===== src/ico_defs.svh =====
// Timing constants for the interrupt gated clock output block.
// Assumes a single system clock whose rate is given here in MHz.
`ifndef ICO_DEFS_SVH
`define ICO_DEFS_SVH

`define ICO_CLK_MHZ          64'd125
`define ICO_OFF_SHORT_NS     64'd1400000
`define ICO_OFF_LONG_NS      64'd75000000
`define ICO_IRQ_DLY_MIN_NS   64'd3906250
`define ICO_IRQ_DLY_MAX_NS   64'd5859375

`define ICO_OFF_SHORT_CYC    ((`ICO_OFF_SHORT_NS * `ICO_CLK_MHZ) / 64'd1000)
`define ICO_OFF_LONG_CYC     ((`ICO_OFF_LONG_NS * `ICO_CLK_MHZ) / 64'd1000)
`define ICO_IRQ_DLY_MIN_CYC  (((`ICO_IRQ_DLY_MIN_NS * `ICO_CLK_MHZ) + 64'd999) / 64'd1000)
`define ICO_IRQ_DLY_MAX_CYC  ((`ICO_IRQ_DLY_MAX_NS * `ICO_CLK_MHZ) / 64'd1000)

`define ICO_CNT_W            24
`define ICO_SRC_N            5
`define ICO_SRC_EVENT        0
`define ICO_SRC_ALARM        1
`define ICO_SRC_COUNTDOWN    2
`define ICO_SRC_UPDATE       3
`define ICO_SRC_HIGH_TEMP    4

`endif


===== src/ico_pkg.sv =====
// Types shared by the interrupt gated clock output block.
// Assumes ico_defs.svh is on the include path.
`include "ico_defs.svh"

package ico_pkg;
   typedef logic [`ICO_CNT_W-1:0] ico_count_type;
   typedef logic [`ICO_SRC_N-1:0] ico_src_type;
   typedef enum logic [1:0] {
      CK_OFF  = 2'b00,
      CK_ON   = 2'b01,
      CK_HOLD = 2'b10
   } ico_clk_state_type;
endpackage


===== src/ico_tmr_if.sv =====
// Interface between the clock control logic and one delay timer.
// Assumes both ends run on the same clock.
`timescale 1ns/100ps

interface ico_tmr_if;
   import ico_pkg::*;
   logic          start;
   ico_count_type load;
   logic          busy;
   modport owner (output start, output load, input busy);
   modport timer (input start, input load, output busy);
endinterface


===== src/ico_timer.sv =====
// Down counter that stays busy for a loaded number of cycles.
// Assumes a start pulse on the system clock; a new start reloads it.
`timescale 1ns/100ps

module ico_timer
   import ico_pkg::*;
(
   input  wire logic  clk_i,
   input  wire logic  rstn_i,
   ico_tmr_if.timer   tmr
);

   ico_count_type count;
   ico_count_type next_count;

   always_comb begin
      next_count = count;
      if (tmr.start) begin
         next_count = tmr.load;
      end else if (count != '0) begin
         next_count = count - 1'b1;
      end
   end

   always_ff @(posedge clk_i) begin
      if (!rstn_i) begin
         count <= '0;
      end else begin
         count <= next_count;
      end
   end

   assign tmr.busy = (count != '0);

endmodule


===== src/ico_clock_gate.sv =====
// Top of the interrupt gated clock output block: source select, off delay, irq delay.
// Assumes all control bits, irq signals and the bus stop pulse share MCLK_I.
//
// How it works
// Select bit picks 1.4 ms or 75 ms clock-off hold after bus STOP.
// The off hold and its select only act while bus-stop delay enable is one.
// Irq delay enable holds selected interrupts off 1/256 s after clock turns on.
// Irq delay only when clock is not directly enabled, only for selected sources.
// Event select bit lets the event interrupt switch the clock output on.
// Alarm select bit lets the alarm interrupt switch the clock output on.
// Countdown select bit lets the countdown interrupt switch the clock on.
// Update select bit lets the periodic update interrupt switch the clock on.
// High temperature select bit lets that interrupt switch the clock on.
// Clock request is OR of selected interrupts; reset clears every select bit.
`timescale 1ns/100ps
`include "ico_defs.svh"

module ico_clock_gate
   import ico_pkg::*;
#(
   parameter int OFF_SHORT_CYC   = int'(`ICO_OFF_SHORT_CYC),
   parameter int OFF_LONG_CYC    = int'(`ICO_OFF_LONG_CYC),
   // The hold-off uses the shortest allowed time, rounded up to whole cycles.
   parameter int IRQ_DLY_CYC     = int'(`ICO_IRQ_DLY_MIN_CYC)
)
(
   input  wire logic MCLK_I,
   input  wire logic RSTN_I,
   input  wire logic EVENT_IRQ_CLOCK_SELECT_I,
   input  wire logic ALARM_IRQ_CLOCK_SELECT_I,
   input  wire logic COUNTDOWN_IRQ_CLOCK_SELECT_I,
   input  wire logic UPDATE_IRQ_CLOCK_SELECT_I,
   input  wire logic HIGH_TEMP_IRQ_CLOCK_SELECT_I,
   input  wire logic OFF_DELAY_LONG_SELECT_I,
   input  wire logic IRQ_DELAY_ENABLE_I,
   input  wire logic BUS_STOP_CLOCK_DELAY_ENABLE_I,
   input  wire logic CLOCK_NOT_DIRECT_ENABLE_I,
   input  wire logic EVENT_IRQ_SIGNAL_I,
   input  wire logic ALARM_IRQ_SIGNAL_I,
   input  wire logic COUNTDOWN_IRQ_SIGNAL_I,
   input  wire logic UPDATE_IRQ_SIGNAL_I,
   input  wire logic HIGH_TEMP_IRQ_SIGNAL_I,
   input  wire logic BUS_STOP_I,
   output logic      CLOCK_OUTPUT_ENABLE_O,
   output logic      IRQ_O,
   output logic      CLOCK_REQUEST_O
);

   ico_src_type       select;
   ico_src_type       next_select;
   ico_src_type       irq_vec;
   logic              request;
   ico_clk_state_type state;
   ico_clk_state_type next_state;
   logic              clk_on;
   logic              clk_on_q;
   logic              next_clk_on_q;
   logic              delay_apply;
   logic              delay_wait;
   logic              irq_unsel;
   logic              irq_sel;
   logic              next_irq;
   logic              next_request;
   logic              next_clk_en;

   // Both timers count whole MCLK_I cycles, so the long hold needs the full counter width.
   ico_tmr_if off_tmr ();
   ico_tmr_if dly_tmr ();

   ico_timer u_off_timer (
      .clk_i  (MCLK_I),
      .rstn_i (RSTN_I),
      .tmr    (off_tmr)
   );

   ico_timer u_dly_timer (
      .clk_i  (MCLK_I),
      .rstn_i (RSTN_I),
      .tmr    (dly_tmr)
   );

   // Any source whose select bit is set and whose interrupt is high.
   function automatic logic sel_any(input ico_src_type irq, input ico_src_type sel);
      return |(irq & sel);
   endfunction

   // A selected interrupt or a direct enable keeps the clock running.
   function automatic logic wake_up(input logic req, input logic not_direct);
      return req | ~not_direct;
   endfunction

   // A bus STOP starts the off hold only while the hold is enabled.
   function automatic logic stop_hold(input logic stop, input logic hold_en);
      return stop & hold_en;
   endfunction

   // Select bits are held in flops so that power-on reset leaves every source off.
   always_comb begin
      next_select                     = '0;
      next_select[`ICO_SRC_EVENT]     = EVENT_IRQ_CLOCK_SELECT_I;
      next_select[`ICO_SRC_ALARM]     = ALARM_IRQ_CLOCK_SELECT_I;
      next_select[`ICO_SRC_COUNTDOWN] = COUNTDOWN_IRQ_CLOCK_SELECT_I;
      next_select[`ICO_SRC_UPDATE]    = UPDATE_IRQ_CLOCK_SELECT_I;
      next_select[`ICO_SRC_HIGH_TEMP] = HIGH_TEMP_IRQ_CLOCK_SELECT_I;
   end

   always_ff @(posedge MCLK_I) begin
      if (!RSTN_I) begin
         select <= '0;
      end else begin
         select <= next_select;
      end
   end

   always_comb begin
      irq_vec                     = '0;
      irq_vec[`ICO_SRC_EVENT]     = EVENT_IRQ_SIGNAL_I;
      irq_vec[`ICO_SRC_ALARM]     = ALARM_IRQ_SIGNAL_I;
      irq_vec[`ICO_SRC_COUNTDOWN] = COUNTDOWN_IRQ_SIGNAL_I;
      irq_vec[`ICO_SRC_UPDATE]    = UPDATE_IRQ_SIGNAL_I;
      irq_vec[`ICO_SRC_HIGH_TEMP] = HIGH_TEMP_IRQ_SIGNAL_I;
   end

   always_comb begin
      request = 1'b0;
      request = request | (select[`ICO_SRC_EVENT] & irq_vec[`ICO_SRC_EVENT]);
      request = request | (select[`ICO_SRC_ALARM] & irq_vec[`ICO_SRC_ALARM]);
      request = request | (select[`ICO_SRC_COUNTDOWN] & irq_vec[`ICO_SRC_COUNTDOWN]);
      request = request | (select[`ICO_SRC_UPDATE] & irq_vec[`ICO_SRC_UPDATE]);
      request = request | (select[`ICO_SRC_HIGH_TEMP] & irq_vec[`ICO_SRC_HIGH_TEMP]);
   end

   // Clock output state. A direct enable keeps the clock running regardless of sources.
   always_comb begin
      next_state    = state;
      off_tmr.start = 1'b0;
      off_tmr.load  = ico_count_type'(OFF_SHORT_CYC);
      if (OFF_DELAY_LONG_SELECT_I) begin
         off_tmr.load = ico_count_type'(OFF_LONG_CYC);
      end
      case (state)
         CK_OFF: begin
            if (wake_up(request, CLOCK_NOT_DIRECT_ENABLE_I)) begin
               next_state = CK_ON;
            end else if (stop_hold(BUS_STOP_I, BUS_STOP_CLOCK_DELAY_ENABLE_I)) begin
               next_state    = CK_HOLD;
               off_tmr.start = 1'b1;
            end
         end
         CK_ON: begin
            if (wake_up(request, CLOCK_NOT_DIRECT_ENABLE_I)) begin
               next_state = CK_ON;
            end else if (stop_hold(BUS_STOP_I, BUS_STOP_CLOCK_DELAY_ENABLE_I)) begin
               next_state    = CK_HOLD;
               off_tmr.start = 1'b1;
            end else begin
               next_state = CK_OFF;
            end
         end
         CK_HOLD: begin
            if (wake_up(request, CLOCK_NOT_DIRECT_ENABLE_I)) begin
               next_state = CK_ON;
            end else if (stop_hold(BUS_STOP_I, BUS_STOP_CLOCK_DELAY_ENABLE_I)) begin
               // A STOP during the hold restarts it, so bus traffic keeps the clock alive.
               off_tmr.start = 1'b1;
            end else if (!off_tmr.busy || !BUS_STOP_CLOCK_DELAY_ENABLE_I) begin
               next_state = CK_OFF;
            end
         end
         default: begin
            next_state = CK_OFF;
         end
      endcase
   end

   always_ff @(posedge MCLK_I) begin
      if (!RSTN_I) begin
         state <= CK_OFF;
      end else begin
         state <= next_state;
      end
   end

   // The delay starts on the cycle the clock output turns on, so the first
   // selected interrupt after a wake is held back by the full minimum time.
   assign clk_on        = (next_state != CK_OFF);
   assign next_clk_on_q = clk_on;
   assign delay_apply   = IRQ_DELAY_ENABLE_I & CLOCK_NOT_DIRECT_ENABLE_I;

   always_comb begin
      dly_tmr.start = clk_on & ~clk_on_q & delay_apply;
      dly_tmr.load  = ico_count_type'(IRQ_DLY_CYC);
   end

   assign delay_wait = delay_apply & (dly_tmr.busy | dly_tmr.start | ~clk_on);

   // Unselected interrupts never wake the clock, so holding them back would gain nothing.
   always_comb begin
      irq_unsel = sel_any(irq_vec, ~select);
      irq_sel   = sel_any(irq_vec, select);
      next_irq  = irq_unsel | (irq_sel & ~delay_wait);
   end

   assign next_request = request;
   assign next_clk_en  = clk_on;
   // The edge memory resets low like the enable output, so no false hold-off follows reset.

   always_ff @(posedge MCLK_I) begin
      if (!RSTN_I) begin
         clk_on_q              <= 1'b0;
         CLOCK_OUTPUT_ENABLE_O <= 1'b0;
         IRQ_O                 <= 1'b0;
         CLOCK_REQUEST_O       <= 1'b0;
      end else begin
         clk_on_q              <= next_clk_on_q;
         CLOCK_OUTPUT_ENABLE_O <= next_clk_en;
         IRQ_O                 <= next_irq;
         CLOCK_REQUEST_O       <= next_request;
      end
   end

endmodule


===== config.mk =====
export PLATFORM = sky130hd
export DESIGN_NAME = ico_clock_gate
export DESIGN_NICKNAME = d
export VERILOG_FILES = /design/src/ico_pkg.sv /design/src/ico_tmr_if.sv /design/src/ico_timer.sv /design/src/ico_clock_gate.sv
export VERILOG_INCLUDE_DIRS = /design/src
export SDC_FILE = /design/constraint.sdc
export NUM_CORES = 1
export LEC_CHECK = 0
export ABC_AREA = 1
export BUFFER_PORTS_ARGS = -buffer_cell sky130_fd_sc_hd__clkbuf_2
export CAP_MARGIN = 10
export CORE_MARGIN = 8
export CORE_UTILIZATION = 64
export DETAILED_ROUTE_END_ITERATION = 8
export PLACE_DENSITY_LB_ADDON = 0.12
export SYNTH_ARGS = -nofsm -noshare
export SYNTH_HDL_FRONTEND = slang
export SYNTH_SLANG_ARGS = --single-unit

===== constraint.sdc =====
create_clock -name MCLK_I -period 4.96 [get_ports MCLK_I]
set_clock_uncertainty 0.2 [all_clocks]
set_input_delay 0.496 -clock MCLK_I [delete_from_list [all_inputs] [get_ports MCLK_I]]
set_output_delay 0.496 -clock MCLK_I [all_outputs]
set_load 0.005 [all_outputs]

# Yosys cells after proc, flatten, opt, wreduce, memory -nomap -nowiden
# Cells that the tools add are included.
# word_totals
reg_bits	58
out_inout_bits	3
wordCells	68
in_bits	17
# op_classes
n_bitwise	27
mux	16
n_addsub	2
eq_ne	2
n_reduce_logical	13
# op_table
op	n
2-to-1 mux 24 bit	3
nonzero test 24 bit	2
subtractor 24 x 1 -> 24 bit, second input constant	2
2-to-1 mux 19 bit	2
2-to-1 mux 2 bit	7
bitwise AND 1 bit	11
bitwise AND 5 bit	2
OR reduction 5 bit	2
OR 1 bit	8
one-hot mux 2 bit (3 select lines)	1
nonzero test 2 bit	3
inverter 1 bit	5
inverter 5 bit	1
2-to-1 mux 1 bit	3
OR reduction 3 bit	1
equality test 2 x 1 -> 1 bit, second input constant	1
equality test 2 bit, second input constant	1
logical NOT 1 bit	2
logical NOT 2 bit	1
OR reduction 2 bit	1
logical OR 1 bit	1

# Longest topological paths before layout
# logic_depth
word_depth	17
depth_mapped	11
depth_no_buf	11

# Modules after synthesis
# From an unflattened synthesis, not the netlist that was laid out.
# hier_totals
hier_cells	599
hier_area_um2	3721.1
# modules_own_cells
module	seq_area_each_um2	cells_per_inst	n_inst	area_per_inst_um2
ico_timer at u_dly_timer	480.5	263	1	1660.3
ico_timer at u_off_timer	480.5	266	1	1602.8
ico_clock_gate	200.2	70	1	457.9

# Worst setup path before layout
# OpenSTA, ideal clock, no wires.
# synth_path
kind	register to register
from	register u_dly_timer.count[0]
to	register u_dly_timer.count[12]
slack_ns	3.128
path_stages_with_launch	9
arrival_ns	1.499
required_ns	4.628
n_path_buf	1
setup_time_ns	0.132
period_less_slack_ns	1.832
cell_sequence	dfxtp_1 > inv_1 > ha_1 > nand2_1 > nor2_2 > nand4_1 > buf_2 > nand3_1 > a21oi_1
# synth_via
elab_chain_cells	3
word_cells_on_any_way	5
cone_classes	add/sub: 1; mux: 2; reduce/logical: 2
# synth_lines
element	line_no	rtl
start: declaration	ico_timer.sv:13	ico_count_type count;
start signal: assignment	ico_timer.sv:29	count <= next_count;
subtractor 24 x 1 -> 24 bit	ico_timer.sv:21	next_count = count - 1'b1;
2-to-1 mux 19 bit	ico_timer.sv:20	end else if (count != '0) begin
2-to-1 mux 19 bit	ico_timer.sv:18	if (tmr.start) begin
# Parallel ways exist; a longest one is shown, timed or not. The select of a mux whose other input is x is not followed.
# A chain may end at the register's enable or synchronous reset.

# Worst setup path after layout
# layout_path
from	register u_dly_timer.count[0]
to	register u_dly_timer.count[0]
# layout_via
elab_chain_cells	1
word_cells_on_any_way	2
cone_classes	add/sub: 1; reduce/logical: 1
# layout_lines
element	line_no
subtractor 24 x 1 -> 24 bit or nonzero test 24 bit (tied branches)	ico_timer.sv:21, ico_timer.sv:20
# Parallel ways exist; a longest one is shown, timed or not.

==> impl_metrics.json <==
{
  "status": "finished clean",
  "initial_utilization_pct": 66.0,
  "cts_setup_buffers": 0,
  "drt-wirelength-per-cell_um": 13.0,
  "synthCells": 445,
  "ff2ff_path_depth": 8,
  "yosys.area.top_type": "dfxtp_1",
  "min_from": "ALARM_IRQ_CLOCK_SELECT_I",
  "avgSynthCellArea_um2": 7.00,
  "cts_resized": 0,
  "swShare_pct": 45.4,
  "drv_cap": 0,
  "synth_edf_count": 0,
  "max-vdd-ir-drop_mv": 0.358,
  "n_antenna_cell": 0,
  "synth_nets": 464,
  "ctsLongestPathBuffers": 2,
  "seqPwrFrac_pct": 29.5,
  "regToRegEndpoint": "u_dly_timer.count[0]",
  "cts_hold_buf": 0,
  "critPathRequiredTime_ns": 5.00,
  "drt-initial-drc-count": 248,
  "antenna_left": 0,
  "path_max_fanout": 15,
  "synthAdderAreaFrac_pct": 0.803,
  "r2r_start": "u_dly_timer.count[0]",
  "max_freq_mhz": 418,
  "synth_area_leaders": "dfxtp_1 (37%), nand2_1 (11%), nor2_1 (9.6%)",
  "io-pin-count": 20,
  "ys_seq_area_share_pct": 37.3,
  "yosys_warnings": 0,
  "synth-main-ff-cell": "dfxtp_1",
  "drc_errors": 0,
  "crit_type": "reg2reg",
  "finalWorstSetupSlack_ns": 2.57,
  "core_area_mm2": 0.00472,
  "clock-sinks": 58,
  "min_path_cells": 3,
  "tns_ns": 0,
  "rows": 25,
  "switchingPower_mw": 1.22,
  "first_pass_iters": 4,
  "clkTransAtPathRegs_ns": 0.07,
  "period_share_pct": 48.2,
  "r2r_slack_ns": 2.57,
  "die_area_mm2": 0.00736,
  "yosysMostFrequentCell": "nand2_1",
  "worst_pin_slew_ns": 0.671,
  "internal-power_mw": 1.47,
  "slew_headroom_pct": 55.1,
  "fillCellCount": 376,
  "leakage_nw": 1.65,
  "clock_latency_ns": 0.34,
  "grt_max_degree": 29,
  "cp-start-kind": "register",
  "antenna_found_initial": 0,
  "fin_cells": 539,
  "vias_per_cell": 5.39,
  "grt_pass1_vias": 2676,
  "setup.worst_path.end_class": "register",
  "port_buffers": 19,
  "die_w_um": 85.8,
  "cts-htree-levels": 3,
  "hpwl_um": 5120,
  "min_period_ns": 2.39,
  "synth-compound-area-share_pct": 7.55,
  "clock_power_share_pct": 19.8,
  "grt-ovfl-total": 0,
  "yosys.area_share.simple_pct": 40.1,
  "power_frac_comb_pct": 50.7,
  "pre_cts_slack_ns": 2.58,
  "cellPowerDensity_mw_per_mm2": 772,
  "synthArstFlopShare_pct": 0,
  "die_h_um": 85.8,
  "ys_seq_elements": 58,
  "drv_slew": 0,
  "synth_common_cells": "nand2_1 (90), nor2_1 (80), dfxtp_1 (58), inv_1 (42), nand3_1 (33)",
  "nNetsFinal": 486,
  "hold_viol_final": 0,
  "drive_gt1_share_pct": 15.5,
  "arrival_ns": 2.43,
  "totalWireLength_um": 7000,
  "finalSetupViolCount": 0,
  "synthXorXnorAreaFrac_pct": 7.03,
  "hold_end": "select[1]",
  "dp_cells": 523,
  "yosysUniqueCellTypes": 37,
  "vias": 2907,
  "synth_top_area_share_pct": 37.3,
  "grt_pass1_wl_um": 12100,
  "min_path_type": "in2reg",
  "area_delta_synth_final_pct": 11.9,
  "rsz0062_at_grt": "no",
  "synthMuxAreaShare_pct": 0,
  "grt_use_total_pct": 20.4,
  "synth_area_mm2": 0.00312,
  "cts-root-buf": "clkbuf_8",
  "synth_top_family_by_area": "simple AND/OR/NAND/NOR gates",
  "finalWeightedCongestion": 0.944,
  "cts_tree": "built",
  "cts_buffers": 9,
  "final_util_pct": 73.8,
  "fin_hold_ws_ns": 0.134
}
[sequential cells by signal, indices dropped and copies added, names as in the netlist]
signal and count:
state 2, u_dly_timer.count 24, select 5, clk_on_q 1, u_off_timer.count 24, IRQ_O 1, CLOCK_REQUEST_O 1
[cell usage in the layout, fill, tap and decap left out, types with 9 or more instances in the layout]
cell type  synthesis  final
dfxtp_1           58     58
xnor2_1           10     10
nor2_2            13     13
nand2_1           90     90
inv_1             42     42
nand3_1           33     33
a21oi_1           28     28
nor2_1            80     80
nor3_1             9      9
clkbuf_8           0      9
xor2_1            15     15
clkbuf_2           0     19
nand4_1            9      9
[logic make-up after synthesis]
kind of cell / count (synthesis)
compound gates: 43
xor+xnor: 25
fa+ha+maj: 2
buf+inv: 55
flops: 58
simple gates: 262
[how the worst max path moves through the flow]
stage	from	endpoint	slack (ns)	depth (start not counted)
floorplan	u_dly_timer.count[0]	u_dly_timer.count[12]	3.13	8
global placement	UPDATE_IRQ_SIGNAL_I	u_dly_timer.count[19]	2.62	11
detailed placement	UPDATE_IRQ_SIGNAL_I	u_dly_timer.count[19]	2.58	11
CTS	u_dly_timer.count[0]	u_dly_timer.count[0]	2.60	8
global route	u_dly_timer.count[0]	u_dly_timer.count[0]	2.34	8
finish	u_dly_timer.count[0]	u_dly_timer.count[0]	2.57	8
[cell type report]
class                   count  area (um^2)  share of cell area, %
multi-input cells         332         1730                   49.6
flip-flops and latches     58         1160                   33.3
inverters                  47          176                   5.06
clock buffers              10          128                   3.66
clock inverters             6          115                   3.30
repair buffers             19         95.1                   2.73
well taps                  67         83.8                   2.40
[metrics by stage]
| stage | cell area [um^2] | power, mW |
|---|---|---|
| finish | 3490 | 2.69 |
| global route | 3490 | 2.93 |
| CTS | 3490 | 2.68 |
| detailed placement | 3240 | 2.13 |
| global placement | 3240 | 2.10 |
| floorplan | 3120 | 1.88 |
[routing by layer]
metal  vias up  routed length [um]  track usage, %
li1       1477                   -               -
met1      1323                3350            27.0
met2       100                3060            31.0
met3         7                 535            6.59
met4         0                  51            5.10
met5         -                   0               0
[worst max-delay path: stages, from the launching register on]
cell	delay [ns]
dfxtp_1	0.32
inv_1	0.13
ha_1	0.24
nand2_1	0.12
nor2_2	0.23
nand4_1	0.58
xor2_1	0.33
inv_1	0.10
nor2_2	0.04
[power by group through the flow]
stage                     combinational [mW]  clock (mW)  sequential [mW]
after floorplan                         1.12           0            0.753
after global placement                  1.30           0            0.791
after detailed placement                1.34           0            0.795
after CTS                               1.35       0.537            0.788
after global routing                    1.55       0.562            0.812
final                                   1.36       0.534            0.793
(Power assumes the default switching activity.)
